### src/rtl/pin_ctrl_defines.vh
// constants for the power and probe pin control block
// assumes a 20 MHz sys_clk; included by bare name
`ifndef PIN_CTRL_DEFINES_VH
`define PIN_CTRL_DEFINES_VH
`define CLK_PERIOD_NS 50
`define LP_ENTRY_NS 800
`define LP_EXIT_US 200
`define LP_ENTRY_CYC ((`LP_ENTRY_NS + `CLK_PERIOD_NS - 1) / `CLK_PERIOD_NS)
`define LP_EXIT_CYC ((`LP_EXIT_US * 1000 + `CLK_PERIOD_NS - 1) / `CLK_PERIOD_NS)
`define CNT_W 16
`define ZERO_CNT 16'h0000
`define ONE_CNT 16'h0001
`endif

### src/rtl/pin_cell.v
// one multifunction pad cell: user path or diagnostic path, with gating
// assumes all inputs synchronous to sys_clk
`timescale 1ns/1ps
module pin_cell (
    input wire sys_clk,
    input wire rst,
    input wire diag_sel,
    input wire diag_out,
    input wire diag_oe,
    input wire user_out,
    input wire user_oe,
    input wire pad_in,
    input wire pads_off,
    input wire inbuf_on,
    output reg pad_out,
    output reg pad_oe,
    output reg core_in
);
    always @(posedge sys_clk) begin
        if (rst) begin
            pad_out <= 1'b0;
            pad_oe <= 1'b0;
            core_in <= 1'b0;
        end else begin
            pad_out <= pads_off ? 1'b0 : (diag_sel ? diag_out : user_out);
            pad_oe <= pads_off ? 1'b0 : (diag_sel ? diag_oe : user_oe);
            core_in <= (inbuf_on && !diag_sel) ? pad_in : 1'b0;
        end
    end
endmodule

### src/rtl/power_and_probe_pin_control.v
// power mode sequencing and multifunction pin steering
// assumes synchronous pins; probe disable fuse input is sticky once seen
`timescale 1ns/1ps
`include "pin_ctrl_defines.vh"
module power_and_probe_pin_control #(
    parameter ENTRY_CYC = `LP_ENTRY_CYC,
    parameter EXIT_CYC = `LP_EXIT_CYC,
    parameter UNUSED_TRISTATE = 0
) (
    input wire sys_clk,
    input wire rst,
    input wire low_power_request,
    input wire mode,
    input wire probe_disable_fuse,
    input wire checksum_active,
    input wire probe_node_a,
    input wire probe_node_b,
    input wire diag_tx_data,
    input wire diag_tx_en,
    input wire quadrant_clock_used,
    input wire no_connect_in,
    input wire unused_pad_in,
    input wire probe_a_pad_in,
    input wire probe_b_pad_in,
    input wire diag_serial_in,
    input wire diag_serial_out_pad_in,
    input wire quadrant_clock_in,
    input wire [3:0] user_out,
    input wire [3:0] user_oe,
    input wire user_qclk_out,
    input wire user_qclk_oe,
    output reg probe_out_a,
    output reg probe_out_a_oe,
    output reg probe_out_b,
    output reg probe_out_b_oe,
    output reg diag_serial_out,
    output reg diag_serial_out_oe,
    output reg diag_serial_in_out,
    output reg diag_serial_in_oe,
    output reg qclk_pad_out,
    output reg qclk_pad_oe,
    output reg unused_pad_out,
    output reg unused_pad_oe,
    output reg [3:0] core_pad_in,
    output reg core_qclk,
    output reg core_qclk_in,
    output reg diag_rx_data,
    output reg diag_rx_valid,
    output reg core_enable,
    output reg inbuf_enable,
    output reg low_power_state
);
    localparam ST_RUN = 4'b0001;
    localparam ST_ENTER = 4'b0010;
    localparam ST_LOW = 4'b0100;
    localparam ST_WAKE = 4'b1000;

    reg [3:0] state_ff;
    reg [3:0] nxt_state;
    reg [`CNT_W-1:0] cnt_ff;
    reg [`CNT_W-1:0] nxt_cnt;
    reg probe_lock_ff;
    wire pads_off;
    wire diag_mode;
    wire probe_sel;
    wire sdo_sel;
    wire [3:0] cell_out;
    wire [3:0] cell_oe;
    wire [3:0] cell_in;
    wire [3:0] diag_out_v;
    wire [3:0] diag_oe_v;
    wire [3:0] diag_sel_v;
    wire [3:0] pad_in_v;

    function [`CNT_W-1:0] dec_sat;
        input [`CNT_W-1:0] v;
        begin
            dec_sat = (v == `ZERO_CNT) ? `ZERO_CNT : v - `ONE_CNT;
        end
    endfunction

    function [`CNT_W-1:0] cyc_load;
        input [31:0] cyc;
        begin
            cyc_load = cyc[`CNT_W-1:0] - `ONE_CNT;
        end
    endfunction

    function lp_off;
        input [3:0] st;
        begin
            lp_off = (st == ST_LOW) || (st == ST_WAKE);
        end
    endfunction

    // power sequencer: run, entry delay, low power, recovery
    always @* begin
        nxt_state = state_ff;
        nxt_cnt = dec_sat(cnt_ff);
        case (state_ff)
            ST_RUN: begin
                if (low_power_request) begin
                    nxt_state = ST_ENTER;
                    nxt_cnt = cyc_load(ENTRY_CYC);
                end
            end
            ST_ENTER: begin
                if (!low_power_request) begin
                    nxt_state = ST_RUN;
                end else if (cnt_ff == `ZERO_CNT) begin
                    nxt_state = ST_LOW;
                end
            end
            ST_LOW: begin
                if (!low_power_request) begin
                    nxt_state = ST_WAKE;
                    nxt_cnt = cyc_load(EXIT_CYC);
                end
            end
            ST_WAKE: begin
                if (low_power_request) begin
                    nxt_state = ST_ENTER;
                    nxt_cnt = cyc_load(ENTRY_CYC);
                end else if (cnt_ff == `ZERO_CNT) begin
                    nxt_state = ST_RUN;
                end
            end
            default: begin
                nxt_state = ST_RUN;
                nxt_cnt = `ZERO_CNT;
            end
        endcase
    end

    always @(posedge sys_clk) begin
        if (rst) begin
            state_ff <= ST_RUN;
            cnt_ff <= `ZERO_CNT;
        end else begin
            state_ff <= nxt_state;
            cnt_ff <= nxt_cnt;
        end
    end

    // probe disable is sticky until reset
    always @(posedge sys_clk) begin
        if (rst) begin
            probe_lock_ff <= 1'b0;
        end else if (probe_disable_fuse) begin
            probe_lock_ff <= 1'b1;
        end
    end

    assign pads_off = lp_off(nxt_state);
    assign diag_mode = mode && !pads_off;
    assign probe_sel = mode && !probe_lock_ff && !probe_disable_fuse;
    assign sdo_sel = mode || checksum_active;

    // cells: 0 probe a, 1 probe b, 2 serial out, 3 serial in
    assign diag_sel_v = {mode, sdo_sel, probe_sel, probe_sel};
    assign diag_out_v = {1'b0, diag_tx_data, probe_node_b, probe_node_a};
    assign diag_oe_v = {1'b0, diag_tx_en | checksum_active, 1'b1, 1'b1};
    assign pad_in_v = {diag_serial_in, diag_serial_out_pad_in, probe_b_pad_in, probe_a_pad_in};

    // probe a pad
    pin_cell u_probe_a (
        .sys_clk(sys_clk),
        .rst(rst),
        .diag_sel(diag_sel_v[0]),
        .diag_out(diag_out_v[0]),
        .diag_oe(diag_oe_v[0]),
        .user_out(user_out[0]),
        .user_oe(user_oe[0]),
        .pad_in(pad_in_v[0]),
        .pads_off(pads_off),
        .inbuf_on(!pads_off),
        .pad_out(cell_out[0]),
        .pad_oe(cell_oe[0]),
        .core_in(cell_in[0])
    );

    // probe b pad
    pin_cell u_probe_b (
        .sys_clk(sys_clk),
        .rst(rst),
        .diag_sel(diag_sel_v[1]),
        .diag_out(diag_out_v[1]),
        .diag_oe(diag_oe_v[1]),
        .user_out(user_out[1]),
        .user_oe(user_oe[1]),
        .pad_in(pad_in_v[1]),
        .pads_off(pads_off),
        .inbuf_on(!pads_off),
        .pad_out(cell_out[1]),
        .pad_oe(cell_oe[1]),
        .core_in(cell_in[1])
    );

    // serial output pad
    pin_cell u_sdo (
        .sys_clk(sys_clk),
        .rst(rst),
        .diag_sel(diag_sel_v[2]),
        .diag_out(diag_out_v[2]),
        .diag_oe(diag_oe_v[2]),
        .user_out(user_out[2]),
        .user_oe(user_oe[2]),
        .pad_in(pad_in_v[2]),
        .pads_off(pads_off),
        .inbuf_on(!pads_off),
        .pad_out(cell_out[2]),
        .pad_oe(cell_oe[2]),
        .core_in(cell_in[2])
    );

    // serial input pad
    pin_cell u_sdi (
        .sys_clk(sys_clk),
        .rst(rst),
        .diag_sel(diag_sel_v[3]),
        .diag_out(diag_out_v[3]),
        .diag_oe(diag_oe_v[3]),
        .user_out(user_out[3]),
        .user_oe(user_oe[3]),
        .pad_in(pad_in_v[3]),
        .pads_off(pads_off),
        .inbuf_on(!pads_off),
        .pad_out(cell_out[3]),
        .pad_oe(cell_oe[3]),
        .core_in(cell_in[3])
    );

    // top outputs taken straight from the pad cell flip-flops
    always @* begin
        probe_out_a = cell_out[0];
        probe_out_a_oe = cell_oe[0];
        probe_out_b = cell_out[1];
        probe_out_b_oe = cell_oe[1];
        diag_serial_out = cell_out[2];
        diag_serial_out_oe = cell_oe[2];
        diag_serial_in_out = cell_out[3];
        diag_serial_in_oe = cell_oe[3];
        core_pad_in = cell_in;
    end

    always @(posedge sys_clk) begin
        if (rst) begin
            qclk_pad_out <= 1'b0;
            qclk_pad_oe <= 1'b0;
            unused_pad_out <= 1'b0;
            unused_pad_oe <= 1'b0;
            core_qclk <= 1'b0;
            core_qclk_in <= 1'b0;
        end else begin
            // quadrant clock: clock net when used, else user pin
            qclk_pad_out <= (!pads_off && !quadrant_clock_used) ? user_qclk_out : 1'b0;
            qclk_pad_oe <= !pads_off && !quadrant_clock_used && user_qclk_oe;
            core_qclk <= (!pads_off && quadrant_clock_used) ? quadrant_clock_in : 1'b0;
            core_qclk_in <= (!pads_off && !quadrant_clock_used) ? quadrant_clock_in : 1'b0;
            // unused pins: driven low, or left floating on large parts
            unused_pad_out <= 1'b0;
            unused_pad_oe <= (UNUSED_TRISTATE == 0) && !pads_off;
        end
    end

    // serial input feeds the diagnostic path only in mode
    always @(posedge sys_clk) begin
        if (rst) begin
            diag_rx_data <= 1'b0;
            diag_rx_valid <= 1'b0;
        end else begin
            diag_rx_data <= diag_mode ? diag_serial_in : 1'b0;
            diag_rx_valid <= diag_mode;
        end
    end

    // power flags follow the next state; core_enable and inbuf_enable switch with the pads
    always @(posedge sys_clk) begin
        if (rst) begin
            core_enable <= 1'b1;
            inbuf_enable <= 1'b1;
            low_power_state <= 1'b0;
        end else begin
            core_enable <= !lp_off(nxt_state);
            inbuf_enable <= !lp_off(nxt_state);
            low_power_state <= (nxt_state == ST_LOW);
        end
    end
    // no_connect_in and unused_pad_in are deliberately never read
endmodule

### config.mk
export PLATFORM = sky130hd
export DESIGN_NAME = power_and_probe_pin_control
export DESIGN_NICKNAME = d
export VERILOG_FILES = /design/src/rtl/pin_cell.v /design/src/rtl/power_and_probe_pin_control.v
export VERILOG_INCLUDE_DIRS = /design/src /design/src/rtl
export SDC_FILE = /design/constraint.sdc
export NUM_CORES = 1
export LEC_CHECK = 0
export BUFFER_PORTS_ARGS = -buffer_cell sky130_fd_sc_hd__buf_2
export CAP_MARGIN = 20
export CORE_MARGIN = 2
export CORE_UTILIZATION = 55
export CTS_BUF_LIST = sky130_fd_sc_hd__clkbuf_4
export DETAILED_ROUTE_END_ITERATION = 6
export GPL_ROUTABILITY_DRIVEN = 0
export PLACE_DENSITY = 0.8
export SYNTH_ARGS = -nofsm -noshare
export SYNTH_HDL_FRONTEND = slang
export SYNTH_HIERARCHICAL = 1
export SYNTH_SLANG_ARGS = --single-unit
### constraint.sdc
create_clock -name sys_clk -period 2.6 [get_ports sys_clk]
set_clock_uncertainty 0.05 [all_clocks]
set_input_delay 0.26 -clock sys_clk [delete_from_list [all_inputs] [get_ports sys_clk]]
set_output_delay 0.26 -clock sys_clk [all_outputs]
set_load 0.05 [all_outputs]
==> summary.md <==
| Metric | Value |
|---|---|
| Outcome | `complete, no violations` |
| Vias per cell | `5.60` |
| Post-DP HPWL | `approximately 3000 um` |
| Clock net sink count | `42` |
| Register ranked first by flip-flop count | `cnt_ff` |
| Synth Instances | `between 200 and 250` |
| Area used by multi-input combinational logic | `around 1100 um2` |
| Fraction of post-synthesis cell area in the top cell type by area | `41.3%` |
| Initial Utilization | `between 50% and 60%` |
| Top cells by area in the synthesized netlist | `dfxtp_1, nor3_1, mux2i_1, nor2_1, a21oi_1` |
| # H-tree levels | `2` |
| FILL cells | `between 300 and 400` |
| Met2 global-route usage | `roughly a third` |
| Share of cells above drive strength 1 | `around 25%` |
| Number of cells on the worst hold path | `3` |
| Arrival time of data at the critical path endpoint | `around 2.4 ns` |
| Critical hold path startpoint | `probe_disable_fuse` |
| Share of the cycle needed by the critical path after routing | `83.5%` |
| Final Setup Violations | `0` |
| Crit path launch type | `flop` |
| Antenna Violating Nets Remaining | `0` |
| Number of diodes added for antenna fixing | `0` |
| Top-level I/O count | `a little over 50` |
| Post-synthesis to final-layout area growth | `17.2%` |
| Standard cell with the maximum stage delay on the critical path | `nor4b_4` |
| Slowest cell delay on critical path | `about 0.41 ns` |
| Number of flops mapped to enable cells by yosys | `0` |
| Final net count | `between 300 and 400` |
| Count of final hold-check violations | `0` |
| Reg-to-reg setup timing slack | `approximately 0.43 ns` |
| Number of buffer and inverter instances along the worst setup path | `1` |
| Cell leakage power | `between 1 and 1.5 nW` |
| Top Registers | `cnt_ff x16, state_ff x4` |
| # Max-Cap Violations | `0` |
| Netlist cell types | `55` |
| Number of hold buffers added after cts | `0` |
| Post-synthesis adder-cell area fraction | `less than 1%` |
| Worst Path Required | `approximately 2.8 ns` |
| Setup TNS Final | `0 ns` |
| Type of element capturing the critical path | `flop` |
| Port Buffers | `47` |
| Minimum period implied by the final worst setup slack | `~2.2 ns` |
| Post-synthesis share of cell area spent on xor and xnor gates | `a little under 4%` |
| Standard cell core area | `between 3000 and 4000 um2` |
| Worst-skew pair later-pin latency | `0.36 ns` |
| Number of CTS-inserted buffers | `5` |
| Via count | `roughly 1800` |
| Total grt overflow | `0` |
| Reg area | `841 um2` |
| Yosys reg bits | `between 40 and 50` |
| Flip-flop count of the largest register, all copies and words added | `16` |
| Transition time at the pin with the least slew margin | `about 0.6 ns` |
| Headroom to the max-slew limit | `approximately 60%` |
| Post-CTS repair timing setup buffer count | `0` |
| Design Power | `roughly 1.9 mW` |
| DIE WIDTH | `64.8 um` |
| Asr flop ratio synth | `0%` |
| Startpoint of the most critical register-to-register path | `cnt_ff[0]` |
| Crit Reg-Reg Endpoint | `u_sdi/pad_out` |
| PwrDens | `about 800 nW/um2` |
| Wire length of the first global-routing pass | `between 7000 and 8000 um` |
| Total count of max-transition violations in the final report | `0` |
| Longest Clk Path Bufs | `2` |
| Cell Chain, Critical Path | `inv_1 > ha_1 > nor4b_4 > nand4_1 > nor2_2 > or2_1 > nor3_1` |
| Family with the most delay on the worst path | `simple AND/OR/NAND/NOR gates` |
| Clock tree from TritonCTS | `yes` |
| Hold Crit Class | `in2reg` |
| Maximum number of pins on one net before global-route repair | `22` |
| Top fanout value on the critical path | `9` |
| Global-route usage over all layers | `21.6%` |
| Highest Clock Rate | `between 400 and 500 MHz` |
| Unrepaired setup endpoints after global routing | `false` |
| End point of the most critical hold path | `probe_lock_ff` |
| Dominant combinational cell family by area after synthesis | `simple AND/OR/NAND/NOR gates` |
| Final core utilization | `between 60% and 70%` |
| Synthesis warning total | `6` |
| Fraction of the mapped netlist area in simple logic gates | `between 30% and 40%` |
| Clock transition at path regs | `around 0.13 ns` |
| Routed wirelength normalized by instance count | `approximately 13 um` |
| Clock root buffer | `clkbuf_4` |
| Worst setup path startpoint | `cnt_ff[0]` |
| Worst ir drop on vdd | `between 400 and 500 uV` |
| Pre-antenna DRT Iters | `4` |
| Area of the die | `roughly 4200 um2` |
| Placement Rows | `22` |
| Worst R2R Path Depth | `7` |
| Met3 usage | `under 10%` |
| Mux share of post-synthesis cell area | `3.93%` |
| Count of instances resized after the clock tree is built | `0` |
| Biggest area consumer among synthesized cells | `dfxtp_1` |
| Netlist Area Pre-Place | `approximately 2000 um2` |
| Proportion of synthesized chip area in sequential cells | `~41%` |
| Avg Inst Size Synth | `8.97 um2` |
| Die height | `about 65 um` |
| Met1 Resource Use GR | `~28%` |
| Leading register cell type out of synthesis | `dfxtp_1` |
| Number of antenna violations at the first check in global routing | `0` |
| Layer with the highest usage | `met2` |
| Type of the worst setup path | `reg2reg` |
| Number of DRC violations after detailed routing | `0` |
| Complex-gate fraction of the synthesized area | `between 10% and 20%` |
| Count of routing violations after the opening detailed-route iteration | `65` |
| Number of global-route vias before repair | `~1600` |
| Overall routed net length | `4150 um` |
-- how the worst max path moves through the flow --
stage	to	depth (start not counted)
after floorplan	u_probe_a/pad_oe	7
after global placement	u_probe_a/pad_oe	7
after detailed placement	u_sdi/pad_out	7
after CTS	u_sdi/pad_out	7
after global routing	u_sdo/pad_out	7
final	u_sdi/pad_out	7
-- cells by family (layout without fill, tap and decap cells) --
group	after synthesis	after routing
multiplexers	8	8
XOR/XNOR	9	9
AND/OR/NAND/NOR	108	108
adder cells (fa/ha/maj)	1	1
AO/OA/AOI/OAI	41	41
flip-flops	42	42
buffers and inverters	16	61
other	2	5
-- per-layer routing --
metal,part of all wire [%],wire length (um)
met1,48,1980
met5,0,0
met2,47,1950
met4,1.5,61
met3,3.8,156
-- cells in the final DEF, fill, tap and decap left out, drive strengths merged, types with 5 or more instances in the layout --
master  count
nor4        9
dfxtp      42
mux2i       8
nand2      14
or4b        5
nor3       24
xor2        5
conb        5
o21ai       6
clkbuf      6
nor2       18
buf        50
a21oi      12
-- Yosys cell counts, types with 4 or more instances --
library cell and number:
dfxtp_1 42, nor3_1 24, nor2_1 17, nand2_1 14
a21oi_1 12, mux2i_1 8, clkbuf_1 7, nor4_1 7
xor2_1 5, buf_2 4, nand2b_1 4, nand3_1 4
nor2b_1 4, o21ai_0 4, o31a_1 4, or4b_1 4
xnor2_1 4
-- metrics by stage --
step	hold WS, ns	area [um2]	std cells	setup WS [ns]
floorplan	0.286	2050	230	0.604
global placement	0.379	2300	315	0.446
detailed placement	0.391	2300	315	0.444
CTS	0.0539	2390	323	0.422
global route	0.0415	2390	323	0.168
finish	0.0577	2390	323	0.430
-- worst register-to-register path, stage by stage (launching register included) --
cell     delay [ns]
dfxtp_1        0.35
inv_1          0.08
ha_1           0.21
nor4b_4        0.41
nand4_1        0.20
nor2_2         0.34
or2_1          0.34
nor3_1         0.10
-- power breakdown --
part	internal, mW	leakage (nW)	switching (mW)
logic	0.293	0.641	0.410
clock network	0.213	0.0419	0.219
registers	0.708	0.345	0.0774
total	1.21	1.03	0.706
-- cell type report --
type	count	share of cell area, %
well taps	48	2.52
repair buffers	50	10.8
inverters	3	0.472
multi-input cells	172	47.5
clock buffers	6	1.89
flip-flops and latches	42	35.2
clock inverters	2	1.57
Note: power is estimated with default switching activity, not from simulation.
